--- src/rtl/abs_pos_pkg.sv ---
/*
 * Shared constants for the absolute position report logic: encoder usage
 * codes, sequence states, frame layout and timing figures.
 * Assumes a single 125 MHz system clock.
 */
package abs_pos_pkg;
   localparam int unsigned CLK_HZ           = 125_000_000;
   localparam int unsigned CLK_PERIOD_NS    = 8;
   // Usage digit of the function select parameter
   localparam logic [3:0]  USE_NATIVE       = 4'h0;
   localparam logic [3:0]  USE_INC          = 4'h1;
   localparam logic [3:0]  USE_SINGLE       = 4'h2;
   // Effective encoder type
   localparam logic [1:0]  ENC_INC          = 2'h0;
   localparam logic [1:0]  ENC_SINGLE       = 2'h1;
   localparam logic [1:0]  ENC_MULTI        = 2'h2;
   // Message layout
   localparam int unsigned BYTE_W           = 8;
   localparam int unsigned MSG_W            = 40;
   localparam logic [2:0]  TURNS_BYTES      = 3'h2;
   localparam logic [2:0]  ABS_BYTES        = 3'h5;
   localparam logic [3:0]  FRAME_BITS       = 4'ha;
   localparam int unsigned FIFO_DEPTH       = 32;
   // Quadrature step: least time per edge, rounded up to cycles
   localparam int unsigned QUAD_STEP_NS     = 368;
   localparam int unsigned QUAD_STEP_CYC    = (QUAD_STEP_NS + CLK_PERIOD_NS - 1) / CLK_PERIOD_NS;
   // Serial bit time
   localparam int unsigned BAUD             = 9600;
   localparam int unsigned DEF_BIT_CYC      = CLK_HZ / BAUD;
   // Delay before a report without request
   localparam int unsigned AUTO_DELAY_MS    = 100;
   localparam int unsigned DEF_AUTO_CYC     = AUTO_DELAY_MS * (CLK_HZ / 1000);
   // Period of the serial position messages
   localparam int unsigned REPORT_PERIOD_MS = 10;
   localparam int unsigned DEF_PERIOD_CYC   = REPORT_PERIOD_MS * (CLK_HZ / 1000);

   typedef enum logic [4:0] {
      ST_CAPTURE = 5'b00001,
      ST_WAIT    = 5'b00010,
      ST_TURNS   = 5'b00100,
      ST_PULSE   = 5'b01000,
      ST_RUN     = 5'b10000
   } seq_e;
endpackage

--- src/rtl/abs_pos_out.sv ---
/*
 * Absolute position output of a servo drive: turn count frame on phase A,
 * in-revolution quadrature train on A/B, then incremental pass-through,
 * and periodic serial frames of the full position on the serial line.
 * Assumes encoder data and incremental pulses come from logic on SYS_CLK;
 * the request line comes from a pin and is synchronised here.
 */
`timescale 1ns/1ps
module abs_pos_out
   import abs_pos_pkg::*;
#(
   parameter int unsigned PPR_W      = 22,
   parameter int unsigned TURNS_W    = 16,
   parameter int unsigned BIT_CYC    = DEF_BIT_CYC,
   parameter int unsigned AUTO_CYC   = DEF_AUTO_CYC,
   parameter int unsigned PERIOD_CYC = DEF_PERIOD_CYC
)(
   input  wire logic               SYS_CLK,
   input  wire logic               RST_N,
   input  wire logic [3:0]         FUNCTION_SELECT_PARAM,
   input  wire logic [1:0]         NATIVE_ENC_TYPE,
   input  wire logic               REQUEST_USED,
   input  wire logic [PPR_W-1:0]   OUTPUT_PULSES_PER_REV,
   input  wire logic               ENC_VALID,
   input  wire logic [TURNS_W-1:0] ENC_TURNS,
   input  wire logic [PPR_W-1:0]   ENC_POS_IN_REV,
   input  wire logic               POSITION_REQUEST_IN,
   input  wire logic               INC_A,
   input  wire logic               INC_B,
   input  wire logic               INC_ORIGIN,
   output logic                    PHASE_A_DIVIDED_OUT,
   output logic                    PHASE_B_DIVIDED_OUT,
   output logic                    ORIGIN_DIVIDED_OUT,
   output logic                    SERIAL_POSITION_OUT,
   output logic                    REPORT_DONE
);
   typedef struct packed {
      seq_e               st;
      logic [1:0]         enc;
      logic               use_req;
      logic               req_s1;
      logic               req_s2;
      logic [31:0]        dly;
      logic [PPR_W-1:0]   qcnt;
      logic [1:0]         quad;
      logic [31:0]        div;
      logic [MSG_W-1:0]   msg;
      logic [2:0]         nbytes;
      logic [9:0]         tx_sh;
      logic [3:0]         tx_bits;
      logic [31:0]        tx_cnt;
      logic [31:0]        per;
      logic               a;
      logic               b;
      logic               org;
      logic               serial_position_out;
      logic               done;
   } state_s;

   state_s s_q;
   state_s s_d;

   logic             wr_valid;
   logic             wr_ready;
   logic             rd_valid;
   logic             rd_ready;
   logic [7:0]       rd_data;
   logic             fifo_empty;
   logic             line;
   logic             tx_idle;
   logic             start;
   logic [MSG_W-1:0] abs_pos;

   byte_fifo #(
      .WIDTH (BYTE_W),
      .DEPTH (FIFO_DEPTH)
   ) u_fifo (
      .SYS_CLK  (SYS_CLK),
      .RST_N    (RST_N),
      .WR_VALID (wr_valid),
      .WR_READY (wr_ready),
      .WR_DATA  (s_q.msg[7:0]),
      .RD_VALID (rd_valid),
      .RD_READY (rd_ready),
      .RD_DATA  (rd_data),
      .EMPTY    (fifo_empty),
      .FULL     ()
   );

   always_comb
   begin
      s_d      = s_q;
      tx_idle  = (s_q.tx_bits == 4'h0);
      line     = tx_idle ? 1'b1 : s_q.tx_sh[0];
      wr_valid = (s_q.nbytes != 3'h0);
      rd_ready = tx_idle;
      start    = s_q.use_req ? s_q.req_s2 : (s_q.dly >= AUTO_CYC - 1);
      abs_pos  = MSG_W'(ENC_TURNS * OUTPUT_PULSES_PER_REV) + MSG_W'(ENC_POS_IN_REV);
      if (s_q.enc == ENC_SINGLE)
      begin
         abs_pos = MSG_W'(ENC_POS_IN_REV);
      end

      s_d.req_s1 = POSITION_REQUEST_IN;
      s_d.req_s2 = s_q.req_s1;

      // Frame loader: stalls while the FIFO is full
      if (wr_valid && wr_ready)
      begin
         s_d.msg    = s_q.msg >> BYTE_W;
         s_d.nbytes = s_q.nbytes - 3'h1;
      end

      // Serial transmitter fed from the FIFO
      if (tx_idle)
      begin
         if (rd_valid)
         begin
            s_d.tx_sh   = {1'b1, rd_data, 1'b0};
            s_d.tx_bits = FRAME_BITS;
            s_d.tx_cnt  = BIT_CYC - 1;
         end
      end
      else if (s_q.tx_cnt == 32'h0)
      begin
         s_d.tx_sh   = {1'b1, s_q.tx_sh[9:1]};
         s_d.tx_bits = s_q.tx_bits - 4'h1;
         s_d.tx_cnt  = BIT_CYC - 1;
      end
      else
      begin
         s_d.tx_cnt = s_q.tx_cnt - 32'h1;
      end

      case (s_q.st)
         ST_CAPTURE:
         begin
            // Usage digit is caught once after reset, so later changes need a restart
            case (FUNCTION_SELECT_PARAM)
               USE_INC:    s_d.enc = ENC_INC;
               USE_SINGLE: s_d.enc = ENC_SINGLE;
               default:    s_d.enc = NATIVE_ENC_TYPE;
            endcase
            s_d.use_req = REQUEST_USED;
            s_d.st      = ST_WAIT;
         end
         ST_WAIT:
         begin
            if (!start)
            begin
               s_d.dly = s_q.dly + 32'h1;
            end
            else if (ENC_VALID)
            begin
               if (s_q.enc == ENC_INC)
               begin
                  s_d.st   = ST_RUN;
                  s_d.done = 1'b1;
               end
               else
               begin
                  s_d.msg    = '0;
                  s_d.msg[TURNS_W-1:0] = (s_q.enc == ENC_SINGLE) ? '0 : ENC_TURNS;
                  s_d.nbytes = TURNS_BYTES;
                  s_d.qcnt   = ENC_POS_IN_REV;
                  s_d.st     = ST_TURNS;
               end
            end
         end
         ST_TURNS:
         begin
            if (s_q.nbytes == 3'h0 && fifo_empty && tx_idle)
            begin
               s_d.div = '0;
               s_d.st  = ST_PULSE;
            end
         end
         ST_PULSE:
         begin
            if (s_q.qcnt == '0)
            begin
               s_d.st   = ST_RUN;
               s_d.done = 1'b1;
               s_d.per  = '0;
            end
            else if (s_q.div >= QUAD_STEP_CYC - 1)
            begin
               s_d.div  = '0;
               s_d.quad = s_q.quad + 2'h1;
               s_d.qcnt = s_q.qcnt - 1'b1;
            end
            else
            begin
               s_d.div = s_q.div + 32'h1;
            end
         end
         ST_RUN:
         begin
            if (s_q.enc != ENC_INC)
            begin
               if (s_q.per >= PERIOD_CYC - 1)
               begin
                  s_d.per = '0;
                  if (s_q.nbytes == 3'h0)
                  begin
                     s_d.msg    = abs_pos;
                     s_d.nbytes = ABS_BYTES;
                  end
               end
               else
               begin
                  s_d.per = s_q.per + 32'h1;
               end
            end
         end
         default:
         begin
            s_d.st = ST_CAPTURE;
         end
      endcase

      // Pin drive, registered
      s_d.org = INC_ORIGIN;
      s_d.serial_position_out = (s_q.st == ST_RUN) ? line : 1'b1;
      case (s_q.st)
         ST_TURNS:
         begin
            s_d.a = line;
            s_d.b = 1'b0;
         end
         ST_PULSE:
         begin
            s_d.a = s_q.quad[1];
            s_d.b = s_q.quad[1] ^ s_q.quad[0];
         end
         ST_RUN:
         begin
            s_d.a = INC_A;
            s_d.b = INC_B;
         end
         default:
         begin
            s_d.a = 1'b1;
            s_d.b = 1'b0;
         end
      endcase
   end

   always_ff @(posedge SYS_CLK or negedge RST_N)
   begin
      if (!RST_N)
      begin
         s_q     <= '0;
         s_q.st  <= ST_CAPTURE;
         s_q.a   <= 1'b1;
         s_q.serial_position_out <= 1'b1;
      end
      else
      begin
         s_q <= s_d;
      end
   end

   assign PHASE_A_DIVIDED_OUT = s_q.a;
   assign PHASE_B_DIVIDED_OUT = s_q.b;
   assign ORIGIN_DIVIDED_OUT  = s_q.org;
   assign SERIAL_POSITION_OUT = s_q.serial_position_out;
   assign REPORT_DONE         = s_q.done;
endmodule

--- src/rtl/byte_fifo.sv ---
/*
 * Synchronous FIFO with valid/ready on both sides, width and depth as
 * parameters. Depth must be a power of two.
 * Assumes one clock and an asynchronous active-low reset.
 */
`timescale 1ns/1ps
module byte_fifo #(
   parameter int unsigned WIDTH = 8,
   parameter int unsigned DEPTH = 32
)(
   input  wire logic             SYS_CLK,
   input  wire logic             RST_N,
   input  wire logic             WR_VALID,
   output logic                  WR_READY,
   input  wire logic [WIDTH-1:0] WR_DATA,
   output logic                  RD_VALID,
   input  wire logic             RD_READY,
   output logic [WIDTH-1:0]      RD_DATA,
   output logic                  EMPTY,
   output logic                  FULL
);
   localparam int unsigned AW = $clog2(DEPTH);

   logic [WIDTH-1:0] mem [DEPTH];
   logic [AW:0]      wp_q;
   logic [AW:0]      rp_q;

   assign EMPTY    = (wp_q == rp_q);
   assign FULL     = (wp_q[AW] != rp_q[AW]) && (wp_q[AW-1:0] == rp_q[AW-1:0]);
   assign WR_READY = !FULL;
   assign RD_VALID = !EMPTY;
   assign RD_DATA  = mem[rp_q[AW-1:0]];

   always_ff @(posedge SYS_CLK)
   begin
      if (WR_VALID && !FULL)
      begin
         mem[wp_q[AW-1:0]] <= WR_DATA;
      end
   end

   always_ff @(posedge SYS_CLK or negedge RST_N)
   begin
      if (!RST_N)
      begin
         wp_q <= '0;
         rp_q <= '0;
      end
      else
      begin
         if (WR_VALID && !FULL)
         begin
            wp_q <= wp_q + 1'b1;
         end
         if (RD_READY && !EMPTY)
         begin
            rp_q <= rp_q + 1'b1;
         end
      end
   end
endmodule

--- config.mk ---
export PLATFORM = sky130hd
export DESIGN_NAME = abs_pos_out
export DESIGN_NICKNAME = d
export VERILOG_FILES = /design/src/rtl/abs_pos_pkg.sv /design/src/rtl/abs_pos_out.sv /design/src/rtl/byte_fifo.sv
export SDC_FILE = /design/constraint.sdc
export NUM_CORES = 2
export LEC_CHECK = 0
export BUFFER_PORTS_ARGS = -buffer_cell sky130_fd_sc_hd__buf_2
export CORE_UTILIZATION = 30
export CTS_CLUSTER_DIAMETER = 80
export CTS_CLUSTER_SIZE = 8
export DETAILED_ROUTE_END_ITERATION = 12
export GPL_TIMING_DRIVEN = 0
export PLACE_DENSITY = 0.52
export SYNTH_ARGS = -nofsm -noshare
export SYNTH_HDL_FRONTEND = slang
export SYNTH_SLANG_ARGS = --single-unit
--- constraint.sdc ---
create_clock -name SYS_CLK -period 4.08 [get_ports SYS_CLK]
set_clock_uncertainty 0.1 [all_clocks]
set_input_delay 0.408 -clock SYS_CLK [delete_from_list [all_inputs] [get_ports SYS_CLK]]
set_output_delay 0.408 -clock SYS_CLK [all_outputs]
set_load 0.005 [all_outputs]
==> results.md <==
- Area grow syn2layout: 21.5%
- Num rows: 122
- Largest cells by area after synthesis: edfxtp_1, fa_1, dfrtp_1
- Period minus WS final: 5.76 ns
- Dpl hpwl: 70400 um
- Register area share after synthesis: 40.2%
- FF-to-FF Start: s_q[83]
- WP data required: 4.51 ns
- Slack of the worst reg-to-reg path: 0.30 ns
- F_max: 0.174 GHz
- Synth Cell Area: 33800 um^2
- Total Power: 0.0393 W
- Reg2Reg Capture Point: u_fifo.mem[6][5]
- Data arrival, critical path: 6.19 ns
- Wire length of the first global-routing pass: 148000 um
- FF+latch count, synth: 492
- Largest net degree at the start of global routing: 116
- Layout cell share with drive strength beyond 1: 18.8%
- Worst-Skew Late Latency: 0.62 ns
- GPL Wtd Cong: 0.838
- Hold endpoint: s_q[94]
- Core footprint: 111000 um^2
- Fin crit share: 141%
- Internal power: 0.0220 W
- Async S/R FF share, synth: 48.0%
- Finished Core Util: 37.0%
- Fin area: 41100 um^2
- Sw Ratio: 44.1%
- Cell variety after synth: 82
- Max-slew violation count: 0
- Total Nets Final: 3833
- Synth Area per Inst: 10.9 um^2
- Root buf cell: clkbuf_16
- Vias in the first global route: 24400
- Clock buffer depth: 3
- Clock Power Share: 14.3%
- Die Wd: 338 um
- Final Hold Vio Count: 0
- Worst setup SP type: primary input
- Initial Utilization: 30.4%
- DR WL/cell: 19.9 um
- Total of max-cap violations: 0
- Leakage: 17.8 nW
- Syn_nets: 3598
- Synth Instances: 3091
- 1st-pass router iterations: 6
- Synth Warn #: 0
- Post-route antenna net violation count: 0
- Max rail drop VDD: 0.00104 V
- H-tree Lvls: 3
- Area leader, netlist: edfxtp_1
- FF/Latch Area: 13600 um^2
- Comb pwr share: 70.0%
- Number of clock sinks: 492
- Die height: 338 um
- Outcome: complete, but fails checks
- # DRC: 0
- Post-synth EDFFs: 256
- Tot GR Track Use: 17.1%
- Area of the multi-input gates: 19100 um^2
- CP Class: in2reg
- Critical path fanouts, max: 5
- Synth Flop Type: edfxtp_1
- Part of the power in registers: 15.7%
- Setup violations, final: 31
- Vias: 23600
- Min-delay src: ENC_TURNS[8]
- Relative slew slack: 11.5%
- Final WL: 96300 um
- CP endpoint kind: flip-flop
- Total I/O pin count: 79
- Initial antenna violation count: 8
- Unrepaired setup endpoints after global routing: true
- Violated checks: setup timing
- Hold/Removal Path Class: in2reg
- Worst reg2reg path depth: 9
- Psw: 0.0173 W
- Hold depth: 2
- Hold Slack: 0.0357 ns
- Least-Margin Pin Slew: 1.32 ns
- Worst setup margin: -1.68 ns
- Placed cell areas: 36700 um^2
- # fillers: 11100
- DR iter-0 viols: 1423
- Synth top area share: 22.7%
- Clk slew on worst S/H paths: 0.05 ns
- Cts bufs inserted: 72
- Port Buffer Count: 78
- Area of the die: 114000 um^2
- Grt ovf: 0
- Power Dens Cells: 958 nW/um^2
- CTS tree: yes
- Vias per inst: 4.86
registers in the layout, indices dropped and copies added (netlist names):
| register | count |
|---|---|
| s_q | 218 |
| ORIGIN_DIVIDED_OUT | 1 |
| REPORT_DONE | 1 |
| PHASE_B_DIVIDED_OUT | 1 |
| PHASE_A_DIVIDED_OUT | 1 |
| u_fifo.rp_q | 6 |
| u_fifo.mem | 256 |
| s_d | 1 |
| SERIAL_POSITION_OUT | 1 |
| u_fifo.wp_q | 6 |
routing by layer:
layer	track usage, %	wire (um)	up-vias
met5	0	23	-
met4	4.43	2120	6
li1	-	-	10800
met2	28.2	45800	575
met1	23.6	43600	12000
met3	2.27	4790	123
cells by family after synthesis:
family / after synthesis / share of synthesized area (%)
adders and majority gates: 433 / 22.7
buffers and inverters: 567 / 6.40
and+or+nand+nor: 954 / 13.7
xor gates and xnor gates: 105 / 2.72
muxes: 126 / 6.71
DFF: 492 / 40.2
AOI/OAI and AO/OA: 414 / 7.54
how the worst max path moves through the flow:
stage	slack [ns]	from	endpoint	cells after the start
2_1_floorplan	-1.86	ENC_TURNS[4]	s_q[123]	23
3_3_place_gp	-3.05	OUTPUT_PULSES_PER_REV[21]	s_q[123]	22
3_5_place_dp	-3.06	ENC_TURNS[8]	s_q[116]	22
4_1_cts	-1.75	ENC_TURNS[4]	s_q[123]	24
5_1_grt	-1.84	ENC_TURNS[10]	s_q[123]	23
6_report	-1.68	ENC_TURNS[4]	s_q[113]	26
per-stage QoR:
step,TNS (ns),instances,setup WS [ns]
after floorplan,-43.21,3091,-1.86
after global placement,-603.41,4657,-3.05
after detailed placement,-120.36,4659,-3.06
after CTS,-41.43,4824,-1.75
after global routing,-45.96,4849,-1.84
final,-41.23,4850,-1.68
power groups by stage:
stage                     Sequential [W]  Clock, W  Combinational (W)
final                            0.00617   0.00562             0.0275
after global routing             0.00623   0.00595             0.0303
after detailed placement         0.00626         0             0.0206
after global placement           0.00625         0             0.0205
after CTS                        0.00617   0.00575             0.0243
after floorplan                  0.00613         0             0.0158
critical path, stage by stage:
cell and delay, ns:
buf_12 0.12, clkbuf_16 0.15, buf_8 0.13, and2_4 0.13
fa_1 0.51, inv_2 0.04, fa_2 0.37, fa_1 0.51
fa_1 0.54, inv_2 0.04, fa_1 0.53, inv_1 0.05
fa_2 0.53, inv_2 0.05, ha_4 0.29, buf_6 0.11
and3_4 0.19, nand2_2 0.06, o21a_4 0.23, o31a_1 0.34
buf_4 0.16, buf_6 0.11, o21ai_4 0.15, xnor2_2 0.08
o221a_2 0.28, a21oi_2 0.09
what timing repair did:
item,CTS,global route
pin swaps,80,116
setup endpoints to repair,224,154
resized for setup,249,125
hold buffers,6,0
gates cloned,0,1
buffers inserted,50,25
hold endpoints to repair,239,0
layout make-up:
type / instances / share of cell area [%]
Multi-Input combinational cell: 2032 / 46.5
Sequential cell: 492 / 33.1
Clock buffer: 100 / 4.67
Tap cell: 1488 / 4.53
Inverter: 440 / 4.02
Buffer: 126 / 3.35
Timing Repair Buffer: 162 / 3.34
Clock inverter: 9 / 0.490
Antenna cell: 1 / 0.00609
Yosys cell counts, types with 25 or more instances:
cell / count
inv_1: 439
nand2_1: 376
fa_1: 301
edfxtp_1: 256
dfrtp_1: 233
nor2_1: 176
and2_1: 152
o21ai_0: 135
ha_1: 132
a21oi_1: 110
clkbuf_1: 95
mux4_2: 80
xnor2_1: 66
nand3_1: 50
and3_1: 46
mux2i_1: 42
xor2_1: 39
nor3_1: 32
a21o_1: 25
cell usage in the layout, fill, tap and decap left out, types with 47 or more instances in the layout:
master,instances
inv_1,415
nand3_1,47
edfxtp_1,256
fa_1,281
clkbuf_16,105
buf_4,71
xnor2_1,57
dfrtp_1,233
nor2_1,149
a21oi_1,87
ha_1,108
nand2_1,362
clkbuf_1,68
buf_2,69
and2_1,134
o21ai_0,109
mux4_2,80
Note: power is estimated with default switching activity, not from simulation.
